===== src/verilog/mbal_pkg.sv =====
// Constants, encodings and carrier structs shared by the access-log and exception block.
// ----------------------------------------------------------------------------
// How it works
// - Access-log query returns logged start and count.
// - Only read and multi-write queries fill log.
// - Other functions log zero address and count.
// - Access-log query to address zero is invalid.
// - Log reply: address, function, start, count, CRC.
// - Address fields hold register number minus base.
// - Bad function, address or data gets error.
// - Comm errors get no response at all.
// - Broadcast queries never get error responses.
// - Error function byte is request plus 80h.
// - Error reply echoes received slave address.
// - Error frame: address, function, code, CRC.
// - Unhandled function returns exception code 01.
// - Unhandled register address returns code 02.
// - Unhandled data returns exception code 03.
// - Read with one readable register: no address error.
// - Write with one writable register: no address error.
// - Skip missing or disabled registers silently.
// - Address error only when no register exists.
// - Frames under four bytes get no response.
// ----------------------------------------------------------------------------
package mbal_pkg;

    // ------------------------------------------------------------------------
    // Function and exception codes
    // ------------------------------------------------------------------------
    localparam logic [7:0]  FN_READ_HOLD   = 8'h03;
    localparam logic [7:0]  FN_WRITE_MULTI = 8'h10;
    localparam logic [7:0]  FN_ACCESS_LOG  = 8'h46;
    localparam logic [7:0]  FN_ERR_FLAG    = 8'h80;
    localparam logic [7:0]  EXC_NONE       = 8'h00;
    localparam logic [7:0]  EXC_FUNCTION   = 8'h01;
    localparam logic [7:0]  EXC_ADDRESS    = 8'h02;
    localparam logic [7:0]  EXC_DATA       = 8'h03;
    localparam logic [7:0]  BCAST_ADDR     = 8'h00;

    // ------------------------------------------------------------------------
    // Frame layout
    // ------------------------------------------------------------------------
    localparam int          HDR_BYTES      = 6;
    localparam logic [7:0]  HDR_ADDR_POS   = 8'h00;
    localparam logic [7:0]  HDR_FUNC_POS   = 8'h01;
    localparam logic [7:0]  HDR_STH_POS    = 8'h02;
    localparam logic [7:0]  HDR_STL_POS    = 8'h03;
    localparam logic [7:0]  HDR_CNH_POS    = 8'h04;
    localparam logic [7:0]  HDR_CNL_POS    = 8'h05;
    localparam logic [7:0]  MIN_FRAME_LEN  = 8'h04;
    localparam logic [7:0]  MAX_FRAME_LEN  = 8'hFF;
    localparam int          RESP_BYTES     = 6;
    localparam logic [2:0]  LOG_PAY_LEN    = 3'h6;
    localparam logic [2:0]  ERR_PAY_LEN    = 3'h3;

    // ------------------------------------------------------------------------
    // CRC constants
    // ------------------------------------------------------------------------
    localparam logic [15:0] CRC_POLY       = 16'hA001;
    localparam logic [15:0] CRC_INIT       = 16'hFFFF;
    localparam logic [15:0] CRC_RESIDUE    = 16'h0000;

    // ------------------------------------------------------------------------
    // Reset values
    // ------------------------------------------------------------------------
    localparam logic [15:0] LOG_RESET      = 16'h0000;
    localparam logic [7:0]  BYTE_RESET     = 8'h00;

    // ------------------------------------------------------------------------
    // Carriers
    // ------------------------------------------------------------------------
    typedef struct packed {
        logic [7:0]  func;
        logic [15:0] start;
        logic [15:0] count;
        logic        bcast;
    } mbal_svc_req_s;

    typedef struct packed {
        logic [7:0]  code;
        logic [15:0] ok_count;
        logic [15:0] first_ok;
    } mbal_svc_rsp_s;

    typedef struct packed {
        logic [15:0] start;
        logic [15:0] count;
    } mbal_log_s;

endpackage


===== src/verilog/mbal_crc16.sv =====
// Byte-wide CRC-16 accumulator for field-bus frames.
`timescale 1ns/10ps
module mbal_crc16
(
    input  wire logic        sys_clk_i,
    input  wire logic        rst_i,
    input  wire logic        ce_i,
    input  wire logic        clr_i,
    input  wire logic        vld_i,
    input  wire logic [7:0]  byte_i,
    output logic      [15:0] crc_o,
    output logic      [15:0] crc_nxt_o
);

    logic [15:0] crc_r;
    logic [15:0] stage [0:8];

    assign stage[0] = crc_r ^ {8'h00, byte_i};

    // One shift-and-fold step per data bit, least significant bit first.
    genvar b;
    generate
        for (b = 0; b < 8; b++)
        begin : g_bit
            assign stage[b+1] = stage[b][0] ? ((stage[b] >> 1) ^ mbal_pkg::CRC_POLY)
                                            : (stage[b] >> 1);
        end
    endgenerate

    assign crc_nxt_o = stage[8];
    assign crc_o     = crc_r;

    always_ff @(posedge sys_clk_i or posedge rst_i)
    begin
        if (rst_i)
            crc_r <= mbal_pkg::CRC_INIT;
        else if (ce_i)
        begin
            if (clr_i)
                crc_r <= mbal_pkg::CRC_INIT;
            else if (vld_i)
                crc_r <= stage[8];
        end
    end

endmodule // mbal_crc16


===== src/verilog/mbal_top.sv =====
// Slave query handler: access log, error responses and silent drops.
`timescale 1ns/10ps
module mbal_top
(
    input  wire logic                    sys_clk_i,
    input  wire logic                    rst_i,
    input  wire logic                    ce_i,
    input  wire logic [7:0]              own_addr_i,
    input  wire logic [7:0]              rx_data_i,
    input  wire logic                    rx_valid_i,
    input  wire logic                    rx_err_i,
    input  wire logic                    rx_end_i,
    output logic                         svc_req_o,
    output mbal_pkg::mbal_svc_req_s      svc_o,
    input  wire logic                    svc_done_i,
    input  wire mbal_pkg::mbal_svc_rsp_s svc_rsp_i,
    output logic                         norm_go_o,
    output mbal_pkg::mbal_log_s          log_o,
    output logic                         tx_valid_o,
    output logic [7:0]                   tx_data_o,
    output logic                         tx_last_o,
    input  wire logic                    tx_ready_i
);

    // ------------------------------------------------------------------------
    // State and storage
    // ------------------------------------------------------------------------
    typedef enum logic [1:0] {
        ST_RX,
        ST_SVC,
        ST_TX
    } mbal_state_e;

    mbal_state_e             state_r;
    mbal_state_e             state_nxt;
    logic [7:0]              hdr_r [0:mbal_pkg::HDR_BYTES-1];
    logic [7:0]              len_r;
    logic                    err_r;
    logic [7:0]              resp_r [0:mbal_pkg::RESP_BYTES-1];
    logic [2:0]              pay_len_r;
    logic [2:0]              idx_r;
    logic [1:0]              crc_phase_r;
    logic                    svc_req_r;
    mbal_pkg::mbal_svc_req_s svc_r;
    mbal_pkg::mbal_log_s     log_r;
    logic                    norm_go_r;
    logic                    tx_valid_r;
    logic [7:0]              tx_data_r;
    logic                    tx_last_r;

    // ------------------------------------------------------------------------
    // CRC, shared by receive and transmit since the link is half duplex
    // ------------------------------------------------------------------------
    logic        crc_clr;
    logic        crc_vld;
    logic [7:0]  crc_byte;
    logic [15:0] crc_cur;
    logic [15:0] crc_nxt;

    mbal_crc16 u_crc
    (
        .sys_clk_i (sys_clk_i),
        .rst_i     (rst_i),
        .ce_i      (ce_i),
        .clr_i     (crc_clr),
        .vld_i     (crc_vld),
        .byte_i    (crc_byte),
        .crc_o     (crc_cur),
        .crc_nxt_o (crc_nxt)
    );

    // ------------------------------------------------------------------------
    // Receive decode
    // ------------------------------------------------------------------------
    wire        rx_take    = (state_r == ST_RX) && rx_valid_i;
    wire        rx_close   = (state_r == ST_RX) && rx_end_i;
    wire        len_short  = len_r < mbal_pkg::MIN_FRAME_LEN;
    wire        crc_bad    = crc_cur != mbal_pkg::CRC_RESIDUE;
    wire        comm_bad   = err_r || crc_bad || len_short;
    wire [7:0]  q_addr     = hdr_r[mbal_pkg::HDR_ADDR_POS[2:0]];
    wire [7:0]  q_func     = hdr_r[mbal_pkg::HDR_FUNC_POS[2:0]];
    wire [15:0] q_start    = {hdr_r[mbal_pkg::HDR_STH_POS[2:0]], hdr_r[mbal_pkg::HDR_STL_POS[2:0]]};
    wire [15:0] q_count    = {hdr_r[mbal_pkg::HDR_CNH_POS[2:0]], hdr_r[mbal_pkg::HDR_CNL_POS[2:0]]};
    wire        is_bcast   = q_addr == mbal_pkg::BCAST_ADDR;
    wire        addr_hit   = (q_addr == own_addr_i) || is_bcast;
    wire        is_log_q   = q_func == mbal_pkg::FN_ACCESS_LOG;
    wire        frame_ok   = rx_close && !comm_bad && addr_hit;
    wire        log_query  = frame_ok && is_log_q && !is_bcast;
    wire        bcast_log  = frame_ok && is_log_q && is_bcast;
    wire        svc_start  = frame_ok && !is_log_q;
    wire        hdr_wr     = rx_take && (len_r < 8'(mbal_pkg::HDR_BYTES));
    wire        len_inc    = rx_take && (len_r != mbal_pkg::MAX_FRAME_LEN);

    // ------------------------------------------------------------------------
    // Service outcome
    // ------------------------------------------------------------------------
    wire        svc_end    = (state_r == ST_SVC) && svc_done_i;
    wire        multi_fn   = (svc_r.func == mbal_pkg::FN_READ_HOLD) ||
                             (svc_r.func == mbal_pkg::FN_WRITE_MULTI);
    // Skipped registers count as harmless as long as one register of the range was served.
    wire        some_ok    = (svc_r.count != 16'h0000) && (svc_rsp_i.ok_count != 16'h0000);
    wire        none_ok    = !some_ok;
    wire        data_bad   = svc_rsp_i.code == mbal_pkg::EXC_DATA;
    wire        func_bad   = svc_rsp_i.code == mbal_pkg::EXC_FUNCTION;
    wire [7:0]  multi_code = data_bad ? mbal_pkg::EXC_DATA
                           : (none_ok ? mbal_pkg::EXC_ADDRESS : mbal_pkg::EXC_NONE);
    wire [7:0]  svc_code   = multi_fn ? (func_bad ? mbal_pkg::EXC_FUNCTION : multi_code)
                                      : svc_rsp_i.code;
    wire        svc_fail   = svc_code != mbal_pkg::EXC_NONE;
    wire        send_err   = svc_end && svc_fail && !svc_r.bcast;
    wire        send_norm  = svc_end && !svc_fail && !svc_r.bcast;
    wire        log_fill   = svc_end && multi_fn && !svc_fail;

    // ------------------------------------------------------------------------
    // Transmit sequencing
    // ------------------------------------------------------------------------
    wire        tx_fire    = tx_valid_r && tx_ready_i;
    wire        tx_in_pay  = crc_phase_r == 2'd0;
    wire        tx_pay_end = tx_in_pay && (idx_r == (pay_len_r - 3'd1));
    wire [2:0]  idx_next   = idx_r + 3'd1;
    wire        tx_done    = tx_fire && tx_last_r;
    wire        resp_load  = log_query || send_err;

    assign crc_clr  = ((state_r == ST_RX) && (rx_close || (len_r == 8'h00 && !rx_take))) || resp_load;
    assign crc_vld  = rx_take || (tx_fire && tx_in_pay);
    assign crc_byte = (state_r == ST_TX) ? tx_data_r : rx_data_i;

    // ------------------------------------------------------------------------
    // Next state
    // ------------------------------------------------------------------------
    always_comb
    begin
        state_nxt = state_r;
        unique case (state_r)
            ST_RX:
            begin
                if (log_query)
                    state_nxt = ST_TX;
                else if (svc_start)
                    state_nxt = ST_SVC;
            end
            ST_SVC:
            begin
                if (send_err)
                    state_nxt = ST_TX;
                else if (svc_end)
                    state_nxt = ST_RX;
            end
            ST_TX:
            begin
                if (tx_done)
                    state_nxt = ST_RX;
            end
        endcase
    end

    always_ff @(posedge sys_clk_i or posedge rst_i)
    begin
        if (rst_i)
            state_r <= ST_RX;
        else if (ce_i)
            state_r <= state_nxt;
    end

    // ------------------------------------------------------------------------
    // Frame collection; frames that arrive while busy are dropped unanswered.
    // ------------------------------------------------------------------------
    always_ff @(posedge sys_clk_i or posedge rst_i)
    begin
        if (rst_i)
        begin
            len_r <= mbal_pkg::BYTE_RESET;
            err_r <= 1'b0;
        end
        else if (ce_i)
        begin
            if (rx_close || state_r != ST_RX)
            begin
                len_r <= mbal_pkg::BYTE_RESET;
                err_r <= 1'b0;
            end
            else
            begin
                if (len_inc)
                    len_r <= len_r + 8'd1;
                if (rx_err_i)
                    err_r <= 1'b1;
            end
        end
    end

    genvar h;
    generate
        for (h = 0; h < mbal_pkg::HDR_BYTES; h++)
        begin : g_hdr
            always_ff @(posedge sys_clk_i or posedge rst_i)
            begin
                if (rst_i)
                    hdr_r[h] <= mbal_pkg::BYTE_RESET;
                else if (ce_i)
                begin
                    if (rx_close)
                        hdr_r[h] <= hdr_r[h];
                    else if (hdr_wr && (len_r == 8'(h)))
                        hdr_r[h] <= rx_data_i;
                    else if (rx_take && (len_r == 8'h00))
                        hdr_r[h] <= mbal_pkg::BYTE_RESET;
                end
            end
        end
    endgenerate

    // ------------------------------------------------------------------------
    // Service request towards the register engine
    // ------------------------------------------------------------------------
    always_ff @(posedge sys_clk_i or posedge rst_i)
    begin
        if (rst_i)
        begin
            svc_req_r <= 1'b0;
            svc_r     <= '0;
        end
        else if (ce_i)
        begin
            svc_req_r <= svc_start;
            if (svc_start)
            begin
                svc_r.func  <= q_func;
                svc_r.start <= q_start;
                svc_r.count <= q_count;
                svc_r.bcast <= is_bcast;
            end
        end
    end

    // ------------------------------------------------------------------------
    // Access log: a read of the log is itself a query of another kind, so it
    // leaves zeros behind for the next one.
    // ------------------------------------------------------------------------
    always_ff @(posedge sys_clk_i or posedge rst_i)
    begin
        if (rst_i)
        begin
            log_r.start <= mbal_pkg::LOG_RESET;
            log_r.count <= mbal_pkg::LOG_RESET;
        end
        else if (ce_i)
        begin
            if (log_fill)
            begin
                log_r.start <= svc_rsp_i.first_ok;
                log_r.count <= svc_rsp_i.ok_count;
            end
            else if (svc_end || log_query || bcast_log)
            begin
                log_r.start <= mbal_pkg::LOG_RESET;
                log_r.count <= mbal_pkg::LOG_RESET;
            end
        end
    end

    always_ff @(posedge sys_clk_i or posedge rst_i)
    begin
        if (rst_i)
            norm_go_r <= 1'b0;
        else if (ce_i)
            norm_go_r <= send_norm;
    end

    // ------------------------------------------------------------------------
    // Response image
    // ------------------------------------------------------------------------
    always_ff @(posedge sys_clk_i or posedge rst_i)
    begin
        if (rst_i)
        begin
            for (int i = 0; i < mbal_pkg::RESP_BYTES; i++)
                resp_r[i] <= mbal_pkg::BYTE_RESET;
            pay_len_r <= mbal_pkg::ERR_PAY_LEN;
        end
        else if (ce_i)
        begin
            if (log_query)
            begin
                resp_r[0] <= q_addr;
                resp_r[1] <= q_func;
                resp_r[2] <= log_r.start[15:8];
                resp_r[3] <= log_r.start[7:0];
                resp_r[4] <= log_r.count[15:8];
                resp_r[5] <= log_r.count[7:0];
                pay_len_r <= mbal_pkg::LOG_PAY_LEN;
            end
            else if (send_err)
            begin
                resp_r[0] <= q_addr;
                resp_r[1] <= svc_r.func + mbal_pkg::FN_ERR_FLAG;
                resp_r[2] <= svc_code;
                resp_r[3] <= mbal_pkg::BYTE_RESET;
                resp_r[4] <= mbal_pkg::BYTE_RESET;
                resp_r[5] <= mbal_pkg::BYTE_RESET;
                pay_len_r <= mbal_pkg::ERR_PAY_LEN;
            end
        end
    end

    // ------------------------------------------------------------------------
    // Transmit stream: payload, then CRC low byte, then CRC high byte.
    // ------------------------------------------------------------------------
    always_ff @(posedge sys_clk_i or posedge rst_i)
    begin
        if (rst_i)
        begin
            tx_valid_r  <= 1'b0;
            tx_data_r   <= mbal_pkg::BYTE_RESET;
            tx_last_r   <= 1'b0;
            idx_r       <= 3'd0;
            crc_phase_r <= 2'd0;
        end
        else if (ce_i)
        begin
            if (state_r != ST_TX)
            begin
                tx_valid_r  <= 1'b0;
                tx_last_r   <= 1'b0;
                idx_r       <= 3'd0;
                crc_phase_r <= 2'd0;
                if (state_nxt == ST_TX)
                    tx_valid_r <= 1'b1;
                tx_data_r <= (state_nxt == ST_TX) ? (log_query ? q_addr : q_addr) : mbal_pkg::BYTE_RESET;
            end
            else if (tx_fire)
            begin
                if (tx_last_r)
                begin
                    tx_valid_r <= 1'b0;
                    tx_last_r  <= 1'b0;
                end
                else if (tx_pay_end)
                begin
                    tx_data_r   <= crc_nxt[7:0];
                    crc_phase_r <= 2'd1;
                end
                else if (!tx_in_pay)
                begin
                    tx_data_r   <= crc_cur[15:8];
                    tx_last_r   <= 1'b1;
                    crc_phase_r <= 2'd2;
                end
                else
                begin
                    tx_data_r <= resp_r[idx_next];
                    idx_r     <= idx_next;
                end
            end
        end
    end

    // ------------------------------------------------------------------------
    // Outputs
    // ------------------------------------------------------------------------
    assign svc_req_o  = svc_req_r;
    assign svc_o      = svc_r;
    assign norm_go_o  = norm_go_r;
    assign log_o      = log_r;
    assign tx_valid_o = tx_valid_r;
    assign tx_data_o  = tx_data_r;
    assign tx_last_o  = tx_last_r;

endmodule // mbal_top


===== config.mk =====
export PLATFORM = sky130hd
export DESIGN_NAME = mbal_top
export DESIGN_NICKNAME = d
export VERILOG_FILES = /design/src/verilog/mbal_pkg.sv /design/src/verilog/mbal_crc16.sv /design/src/verilog/mbal_top.sv
export SDC_FILE = /design/constraint.sdc
export NUM_CORES = 1
export LEC_CHECK = 0
export BUFFER_PORTS_ARGS = -buffer_cell sky130_fd_sc_hd__buf_4
export CELL_PAD_IN_SITES_DETAIL_PLACEMENT = 0
export CELL_PAD_IN_SITES_GLOBAL_PLACEMENT = 1
export CORE_MARGIN = 1
export CORE_UTILIZATION = 45
export DETAILED_ROUTE_END_ITERATION = 6
export PLACE_DENSITY_LB_ADDON = 0.08
export SLEW_MARGIN = 20
export SYNTH_ARGS = -nofsm -noshare
export SYNTH_HDL_FRONTEND = slang
export SYNTH_SLANG_ARGS = --single-unit

===== constraint.sdc =====
create_clock -name sys_clk_i -period 7.6 [get_ports sys_clk_i]
set_input_delay 0.76 -clock sys_clk_i [delete_from_list [all_inputs] [get_ports sys_clk_i]]
set_output_delay 0.76 -clock sys_clk_i [all_outputs]
set_load 0.05 [all_outputs]

* Word-level counts from Yosys, hierarchy flattened *
Cells that the tools add are included.

storage, ports and cells
  flip-flop bits (word level) = 216
  input port bits = 64

operators by class
  $add $sub $neg = 4
  order comparisons = 3
  equal/unequal tests = 20
  multiplexer cells = 66
  bitwise gates (word level) = 11
  reduce and logical (&&, ||, !) cells = 88

operators with widths
  operator                                                    count
  two-way mux 16 bit                                          10
  two-way mux 8 bit                                           19
  two-way mux 48 bit                                          2
  two-way mux 32 bit                                          2
  nonzero test 16 bit                                         3
  equality test 8 x 2 -> 1 bit, second input constant         4
  logical AND 1 bit                                           31
  nonzero test 2 bit                                          15
  two-way mux 2 bit                                           13
  binary-select mux 8 bit (select 3 bit)                      1
  inverter 2 -> 3 bit                                         8
  AND reduction 3 bit                                         8
  two-way mux 3 bit                                           7
  equality test 8 x 1 -> 1 bit, second input constant         2
  equality test 8 x 3 -> 1 bit, second input constant         2
  logical NOT 8 bit                                           2
  less-than comparator 8 x 3 -> 1 bit, second input constant  2
  XOR 16 x 8 -> 16 bit                                        1
  AND reduction 2 bit                                         7
  logical OR 1 bit                                            11
  two-way mux 1 bit                                           11
  adder 8 x 1 -> 8 bit, second input constant                 1
  adder 8 bit, second input constant                          1
  equality test 8 x 5 -> 1 bit, second input constant         1
  20 further kinds                                            28

* Logic depth before layout (Yosys ltp) *
Gate-level depths: netlist of the first run.

  depth after elaboration = 23
  mapped depth = 11

* By module *
Synthesis of the first run repeated with hierarchy kept, for this count alone.

unflattened totals
  cells, all modules = 907
  area, all modules = 10232.3 um2

modules (own cells, without submodules)
  module      instances  cells an instance  area each (um2)
  mbal_top    1          810                9276.4
  mbal_crc16  1          97                 955.9

* Least setup slack after synthesis of the first run *
OpenSTA, ideal clock, no wires.

  path kind = input -> register
  from = in rx_end_i
  to = reg tx_data_r[6] (netlist: tx_data_o[6])
  arrival time = 2.632 ns
  required time = 7.522 ns
  slack = 4.891 ns
  stages on the path = 7
  path buffers = 0
  cell sequence = nor4b_1 nand2_1 or4_4 o41ai_4 o32ai_4 o311a_1 a21oi_1

between the ends
  word-level cells in the longest chain between the ends = 10
  elaborated cells between the ends (all ways) = 12
  those cells by class = eq/ne (1); mux (5); reduce/logical (6)

ends and longest elaborated chain
  what                                                    line                             source
  from (decl)                                             mbal_top.sv:12                   input wire logic rx_end_i,
  logical AND 1 bit *                                     mbal_top.sv:76                   wire rx_close = (state_r == ST_RX) && rx_end_i;
  logical AND 1 bit * (2 in a row)                        mbal_top.sv:87                   wire frame_ok = rx_close && !comm_bad && addr_hit;
  logical AND 1 bit, on equally long branches             mbal_top.sv:90, mbal_top.sv:88
  two-way mux 2 bit or logical AND 1 bit (tied branches)  mbal_top.sv:139, mbal_top.sv:88
  two-way mux 2 bit *                                     mbal_top.sv:137                  if (log_query)
  one-hot mux 2 bit (3 select lines) *                    mbal_top.sv:134                  unique case (state_r)
  equality test 2 bit *                                   mbal_top.sv:329                  tx_data_r <= (state_nxt == ST_TX) ? (log_query ? q_addr : q_addr) : mbal_pkg::BYTE_RESET;
  two-way mux 8 bit *                                     mbal_top.sv:329
  two-way mux 8 bit *                                     mbal_top.sv:321                  if (state_r != ST_TX)
  to (signal assigned)                                    mbal_top.sv:329
  to (signal assigned)                                    mbal_top.sv:340                  tx_data_r <= crc_nxt[7:0];
  to (signal assigned)                                    mbal_top.sv:345                  tx_data_r <= crc_cur[15:8];
  to (decl)                                               mbal_top.sv:48                   logic [7:0] tx_data_r;

Every way passes the cells marked *; elsewhere a longest branch is shown, timed or not.
A chain may end at the register's enable or synchronous reset.

* Worst setup path after layout of the first run *
  from = reg state_r[1]
  to = reg resp_r[31] (netlist bit)

between the ends
  word-level cells in the longest chain between the ends = 8
  elaborated cells between the ends (all ways) = 13
  those cells by class = eq/ne (1); mux (1); reduce/logical (11)

ends and longest elaborated chain
  what                                  line             source
  from (decl)                           mbal_top.sv:34   mbal_state_e state_r;
  from (signal assigned)                mbal_top.sv:162  state_r <= state_nxt;
  logical NOT 2 bit                     mbal_top.sv:76
  logical AND 1 bit                     mbal_top.sv:76
  logical AND 1 bit (2 in a row)        mbal_top.sv:87
  logical AND 1 bit (2 in a row)        mbal_top.sv:88   wire log_query = frame_ok && is_log_q && !is_bcast;
  nonzero test 2 bit (no source line)   -
  AND reduction 2 bit (no source line)  -
  to (signal, indexed assignment)       mbal_top.sv:278  resp_r[i] <= mbal_pkg::BYTE_RESET;
  to (decl)                             mbal_top.sv:39   logic [7:0] resp_r [0:mbal_pkg::RESP_BYTES-1];

Several ways; a longest one is shown, not always the timed one.

==> summary.txt, run 1 <==
Outcome
  – Status: completed

Setup path
  – CP Cell Sequence: inv_1, ha_1, nor4b_2, nand2_1, or4_1, or4_1, nor2_4, a22oi_1, o21ai_1
  – Critical path launch point type: flop
  – Worst Path Required: between 8 and 9 ns
  – Critical path fanouts, max: 31
  – CP bufs+invs: 1
  – Crit. End Element: flop
  – CP top delay family: simple AND/OR/NAND/NOR gates
  – Data arrival time of the worst path: roughly 3.9 ns
  – Most frequent CP cell: or4_1
  – Critical path class: reg2reg
  – Biggest cell delay along the critical path: 0.68 ns
  – CP max-delay cell: or4_1

Floorplan
  – Die span in y: 150 um
  – Starting density of the core: 46.5%
  – Row cnt: 53
  – Die width: around 150 um
  – Core area: 21300 um^2
  – Die ar.: 22600 um^2
  – Top-Level Pins: 149

Global routing
  – Met3 track demand over resource: 2.79%
  – Overflow after GRT: 0
  – Initial antenna violation count: 0
  – GR peak layer: met2
  – Largest net degree at the start of global routing: 148
  – Global-route wire length before repair: 40500 um
  – GRT met2 Usage: around 36%
  – GRT Resource Usage Total: 23.3%
  – Met1 Resource Use GR: roughly 34%
  – Vias in the first global route: between 7000 and 8000

Power
  – Clock power frac: 32.3%
  – Net switching share of the total power: 33.2%
  – Sequential power share: 36.4%
  – Max VDD drop: 0.197 mV
  – Psw: approximately 1200 uW
  – Cell Int Power: roughly 2500 uW
  – Leakage: between 0.005 and 0.006 uW
  – PD cells: 311 nW/um^2
  – Logic pwr share: 31.3%

Placed design
  – Post-DP HPWL: approximately 18000 um
  – Port Buffers: 148
  – Placed Area: 11200 um^2
  – GPL Wtd Cong: 0.834
  – Cell count after placement: roughly 1300
  – Pre-CTS WS: approximately 3.9 ns

STA
  – Post-layout min period: 3.44 ns
  – Least-Margin Pin Slew: 0.884 ns
  – Worst slew margin relative to its limit: 41.0%
  – Hold Vio Cnt, Final: 0
  – Fmax: 291 MHz
  – Worst setup margin: 4.16 ns
  – Post-route clock period utilization: 45.3%
  – Pins over their slew limit: 0
  – Fin Setup TNS: 0 ns
  – RSZ-0062 raised after global routing: false
  – Final Skew: between 0.01 and 0.015 ns
  – Final setup fails: 0

Final layout
  – Layout cells sized above 1: between 20% and 30%
  – Most common cell after layout, fill and taps aside: dfrtp_1
  – Non-filler instance count after layout: 1328
  – Nets: 1107
  – Most frequent cells in the layout: 198 x dfrtp_1, 154 x nand2_1, 154 x buf_4
  – ANT cells: 0
  – Layout area overhead: 22.1%
  – Final Cell Area: 12100 um^2

Synth
  – Synth Instances: about 900
  – Synth top area cells: dfrtp_1 50%, nand2_1 5.8%, dfstp_2 4.5%
  – Mapped Avg Cell Area: 11.0 um^2
  – Fraction of the yosys area taken by sequential cells: between 50 and 60%
  – Synth Register Bits: between 200 and 250
  – Share of the synthesized area in the top cell type: between 50% and 60%
  – Ys Warns: 0
  – Ys flop type: dfrtp_1
  – Synth area leader: dfrtp_1
  – Syn_nets: 975
  – Post-synth EDFFs: 0
  – Distinct cells, synth: 70
  – Synthesized area: 9900 um^2
  – Async set-reset flop share out of synthesis: between 90% and 100%

Job
  – Max-cap viol count: 0

CTS
  – Root Driver: clkbuf_16
  – CTS sink cnt: between 200 and 250
  – CTS tree: done
  – Post-CTS Resized: 0
  – Post-CTS Setup Bufs: 0
  – Hold_buf cts: 0
  – TritonCTS buffer count: 24
  – Clock slew at reported path FFs: approximately 0.06 ns
  – CTS Buffer Depth: 3
  – Htree depth: 1
  – Clk Latency, worst-skew pair: about 0.52 ns

Route
  – Routed Antenna Nets: 0
  – Via density: between 5 and 6
  – Drt first pass iters: 5
  – Via count: about 7400
  – DR DRC count: 0
  – Post-DR wirelength/cell: 19.4 um
  – DR iter-0 viols: 373
  – Routed WL: 25800 um

Worst hold path
  – Hold Crit Class: in2async
## metrics by stage
| stage | total power (uW) | hold WS, ns | utilization [%] |
|---|---|---|---|
| finish | 3750 | 0.326 | 56.8 |
| global route | 3920 | 0.335 | 56.8 |
| CTS | 3780 | 0.463 | 56.7 |
| detailed placement | 2550 | 0.462 | 52.8 |
| global placement | 2550 | 0.460 | 52.8 |
| floorplan | 2250 | 0.444 | - |
## sequential cells by signal, indices dropped and copies added (netlist names), 3 cells and up
| name | flops |
|---|---|
| hdr_r | 32 |
| idx_r | 3 |
| len_r | 8 |
| log_o | 32 |
| q_addr | 8 |
| q_func | 8 |
| resp_r | 48 |
| svc_o | 41 |
| tx_data_o | 8 |
| u_crc.crc_o | 16 |
## synthesized netlist by cell type, types with 6 or more instances
master	number
nor3_1	7
xor2_1	15
and3_1	7
a22o_1	50
o21ai_1	26
mux2_2	32
nand2_1	154
o21a_1	6
o22a_1	16
o211ai_1	8
nand4_1	8
mux2i_1	19
dfstp_2	17
nor2_1	31
mux4_2	8
dfrtp_1	198
inv_1	29
xnor2_1	19
and2_1	7
a21oi_1	15
ha_1	8
mux2_1	10
a22oi_1	10
o21ai_0	50
nand3_1	25
buf_2	10
nor4_1	14
clkbuf_1	33
## power groups by stage
stage | sequential, uW | clock (uW) | combinational [uW]
after global routing | 1380 | 1280 | 1260
after detailed placement | 1380 | 0 | 1170
after global placement | 1380 | 0 | 1160
final | 1370 | 1210 | 1180
after floorplan | 1440 | 0 | 801
after CTS | 1360 | 1240 | 1180
## cell families (layout without fill, tap and decap cells)
logic type | after synthesis | in the layout | share of synthesized area, %
muxes | 69 | 69 | 8.52
and+or+nand+nor | 280 | 280 | 13.2
DFF | 215 | 215 | 54.6
AOI/OAI and AO/OA | 217 | 217 | 15.9
xor gates and xnor gates | 37 | 37 | 3.70
adders and majority gates | 8 | 8 | 1.01
buffers and inverters | 77 | 227 | 3.16
## layout make-up
class                   instances  area, um^2
clock buffers                  38         724
well taps                     275         344
clock inverters                 6         105
fillers                      1873        9200
repair buffers                154        1160
flip-flops and latches        215        5400
multi-input cells             611        4230
inverters                      29         121
## worst register-to-register path: stages (launching register included)
cell and delay, ns:
dfrtp_1 0.41, inv_1 0.13, ha_1 0.28, nor4b_2 0.22
nand2_1 0.09, or4_1 0.63, or4_1 0.68, nor2_4 0.66
a22oi_1 0.15, o21ai_1 0.11
## metal layers
layer	wire, um	up-vias
met4	735	0
met2	11600	207
met1	12200	3582
met5	0	-
met3	1270	50
li1	-	3524
## worst paths after layout
kind,start,to,slack [ns],cells past startpoint
max,state_r[1],resp_r[31],4.16,9
min,rst_i,crc_phase_r[1],0.33,2
max reg2reg,state_r[1],resp_r[31],4.16,9
min reg2reg,pay_len_r[0],pay_len_r[0],0.47,2
max in group asynchronous,rst_i,svc_o[1],5.75,3
min in group sys_clk_i,pay_len_r[0],pay_len_r[0],0.47,2
No activity file was read; power rests on OpenSTA's default activity.
==> inputs of run 2 (changes only) <==
==> constraint.sdc (replaced) <==
create_clock -name sys_clk_i -period 3.4 [get_ports sys_clk_i]
set_input_delay 0.34 -clock sys_clk_i [delete_from_list [all_inputs] [get_ports sys_clk_i]]
set_output_delay 0.34 -clock sys_clk_i [all_outputs]
set_load 0.05 [all_outputs]
==> run 2 against run 1 <==
Effect of this change: final area is 1.1% higher; core utilization is 0.63 points higher; die area stayed put; cell count is 0.83% higher; via count is 0.54% lower; critical path type unchanged; total power is 130% higher; combinational power is 130% higher; maximum frequency is 12% higher; wire length is 0.36% higher; sequential cell count stayed put; critical path depth is 1 higher.
==> summary.txt, run 2 (synthesis results as in run 1) <==
Power
  – Psw: ~2800 uW
  – PD cells: 696 nW/um^2
  – Leakage: about 0.0058 uW
  – Logic pwr share: 31.4%
  – Sequential power share: 36.3%
  – Net switching share of the total power: 33.2%
  – Clock power frac: 32.3%
  – Cell Int Power: 5680 uW
  – Max VDD drop: 0.392 mV

CTS
  – Clock slew at reported path FFs: 0.06 ns
  – TritonCTS buffer count: 24
  – Post-CTS Setup Bufs: 0
  – CTS tree: done
  – CTS sink cnt: 215
  – Hold_buf cts: 1
  – Post-CTS Resized: 0
  – Htree depth: 1
  – CTS Buffer Depth: 3
  – Clk Latency, worst-skew pair: ~0.52 ns
  – Root Driver: clkbuf_16

Route
  – DR iter-0 viols: 353
  – DR DRC count: 0
  – Routed WL: about 26000 um
  – Routed Antenna Nets: 0
  – Post-DR wirelength/cell: 19.3 um
  – Via density: 5.47
  – Drt first pass iters: 4
  – Via count: 7323

STA
  – Worst slew margin relative to its limit: slightly below 50%
  – Pins over their slew limit: 0
  – Post-route clock period utilization: between 90% and 100%
  – Final Skew: 0.0150 ns
  – Least-Margin Pin Slew: 0.762 ns
  – Fin Setup TNS: 0 ns
  – RSZ-0062 raised after global routing: false
  – Hold Vio Cnt, Final: 0
  – Final setup fails: 0
  – Fmax: 324 MHz
  – Post-layout min period: 3.09 ns

Floorplan
  – Die span in y: about 150 um
  – Starting density of the core: around 47%
  – Row cnt: 53
  – Core area: 21300 um^2
  – Top-Level Pins: about 150
  – Die width: 150 um
  – Die ar.: 22600 um^2

Final layout
  – Most common cell after layout, fill and taps aside: dfrtp_1
  – Max reg flops: between 40 and 50
  – Reg with most FFs: resp_r
  – Layout cells sized above 1: 26.2%
  – Most frequent cells in the layout: 198 x dfrtp_1, 160 x buf_4, 154 x nand2_1
  – Layout area overhead: 23.4%
  – Fill cells: ~1900
  – Nets: ~1100
  – ANT cells: 0
  – Final Cell Area: about 12000 um^2

Global routing
  – Initial antenna violation count: 0
  – Overflow after GRT: 0
  – Global-route wire length before repair: 40900 um
  – GRT Resource Usage Total: a little under a quarter
  – Vias in the first global route: 7316
  – Largest net degree at the start of global routing: 136

Outcome
  – Status: completed

Placed design
  – Port Buffers: 148
  – Post-DP HPWL: 18200 um
  – Placed Area: 11400 um^2
  – GPL Wtd Cong: 0.809

Setup path
  – Critical path class: reg2reg
  – CP max-delay cell: or4_1
  – CP Cell Sequence: inv_1, ha_1, nor4b_2, nand2_1, or4_1, or4_1, nor2_4, buf_12, a22oi_1, o21ai_1
  – Biggest cell delay along the critical path: between 0.6 and 0.7 ns
  – Critical path fanouts, max: 31
  – Most frequent CP cell: or4_1
  – Worst Path Required: 3.83 ns
  – Critical path launch point type: flop
  – Crit. End Element: flop
  – Data arrival time of the worst path: 3.52 ns

Worst hold path
  – Hold Crit Class: in2reg

Job
  – Max-cap viol count: 0
==> run 2: changes by cell type in the layout (fill, tap and decap cells not counted), sizes merged <==
cell	change
buf	+10
clkbuf	-2
dlygate4sd3	+1
clkinvlp	+1
inv	+1
==> run 2: path summary, 6_finish.rpt <==
path	start	to	slack [ns]	depth (start not counted)
worst max-delay path	state_r[1]	resp_r[31]	0.31	10
worst min-delay path	svc_rsp_i[6]	log_o[22]	0.05	3
worst max register to register	state_r[1]	resp_r[31]	0.31	10
worst min register to register	resp_r[42]	resp_r[42]	0.48	2
max in group asynchronous	rst_i	q_addr[2]	2.21	4
min in group asynchronous	rst_i	resp_r[2]	0.53	4
==> run 2: worst max-delay path: cells and delay by family (launching register included) <==
family                   cells  cell delay (ns)
buffers and inverters        2             0.34
AO/OA/AOI/OAI                2             0.17
AND/OR/NAND/NOR              5             1.79
flip-flops                   1             0.42
adder cells (fa/ha/maj)      1             0.26
==> run 2: cell type report <==
cell class	count	area, um^2	area share, %
flip-flops and latches	215	5400	44.2
inverters	29	113	0.922
multi-input cells	611	4220	34.6
clock buffers	36	727	5.95
repair buffers	165	1290	10.6
clock inverters	8	119	0.973
well taps	275	344	2.82
==> run 2: routing by layer <==
layer / track usage [%] / part of all wire [%] / up-vias
met1: 33.4 / 46 / 3546
met3: 3.36 / 5.6 / 38
li1: - / - / 3534
met2: 37.4 / 46 / 205
met4: 6.62 / 2.1 / 0
met5: 0 / 0 / -
==> run 2: stage by stage <==
stage / utilization (%) / power, uW / worst slack [ns] / hold slack [ns] / std cells
floorplan: - / 5020 / 0.276 / 0.444 / 903
global placement: 53.3 / 5770 / 0.391 / 0.465 / 1294
detailed placement: 53.3 / 5790 / 0.349 / 0.471 / 1294
CTS: 57.4 / 8560 / 0.333 / 0.0461 / 1339
global route: 57.4 / 8920 / 0.126 / 0.0498 / 1339
finish: 57.4 / 8500 / 0.313 / 0.0536 / 1339
==> run 2: power by group through the flow <==
stage / clock, uW / combinational (uW) / sequential (uW)
floorplan: 0 / 1790 / 3230
finish: 2750 / 2670 / 3080
CTS: 2800 / 2680 / 3080
global placement: 0 / 2650 / 3120
detailed placement: 0 / 2670 / 3120
global route: 2920 / 2890 / 3110
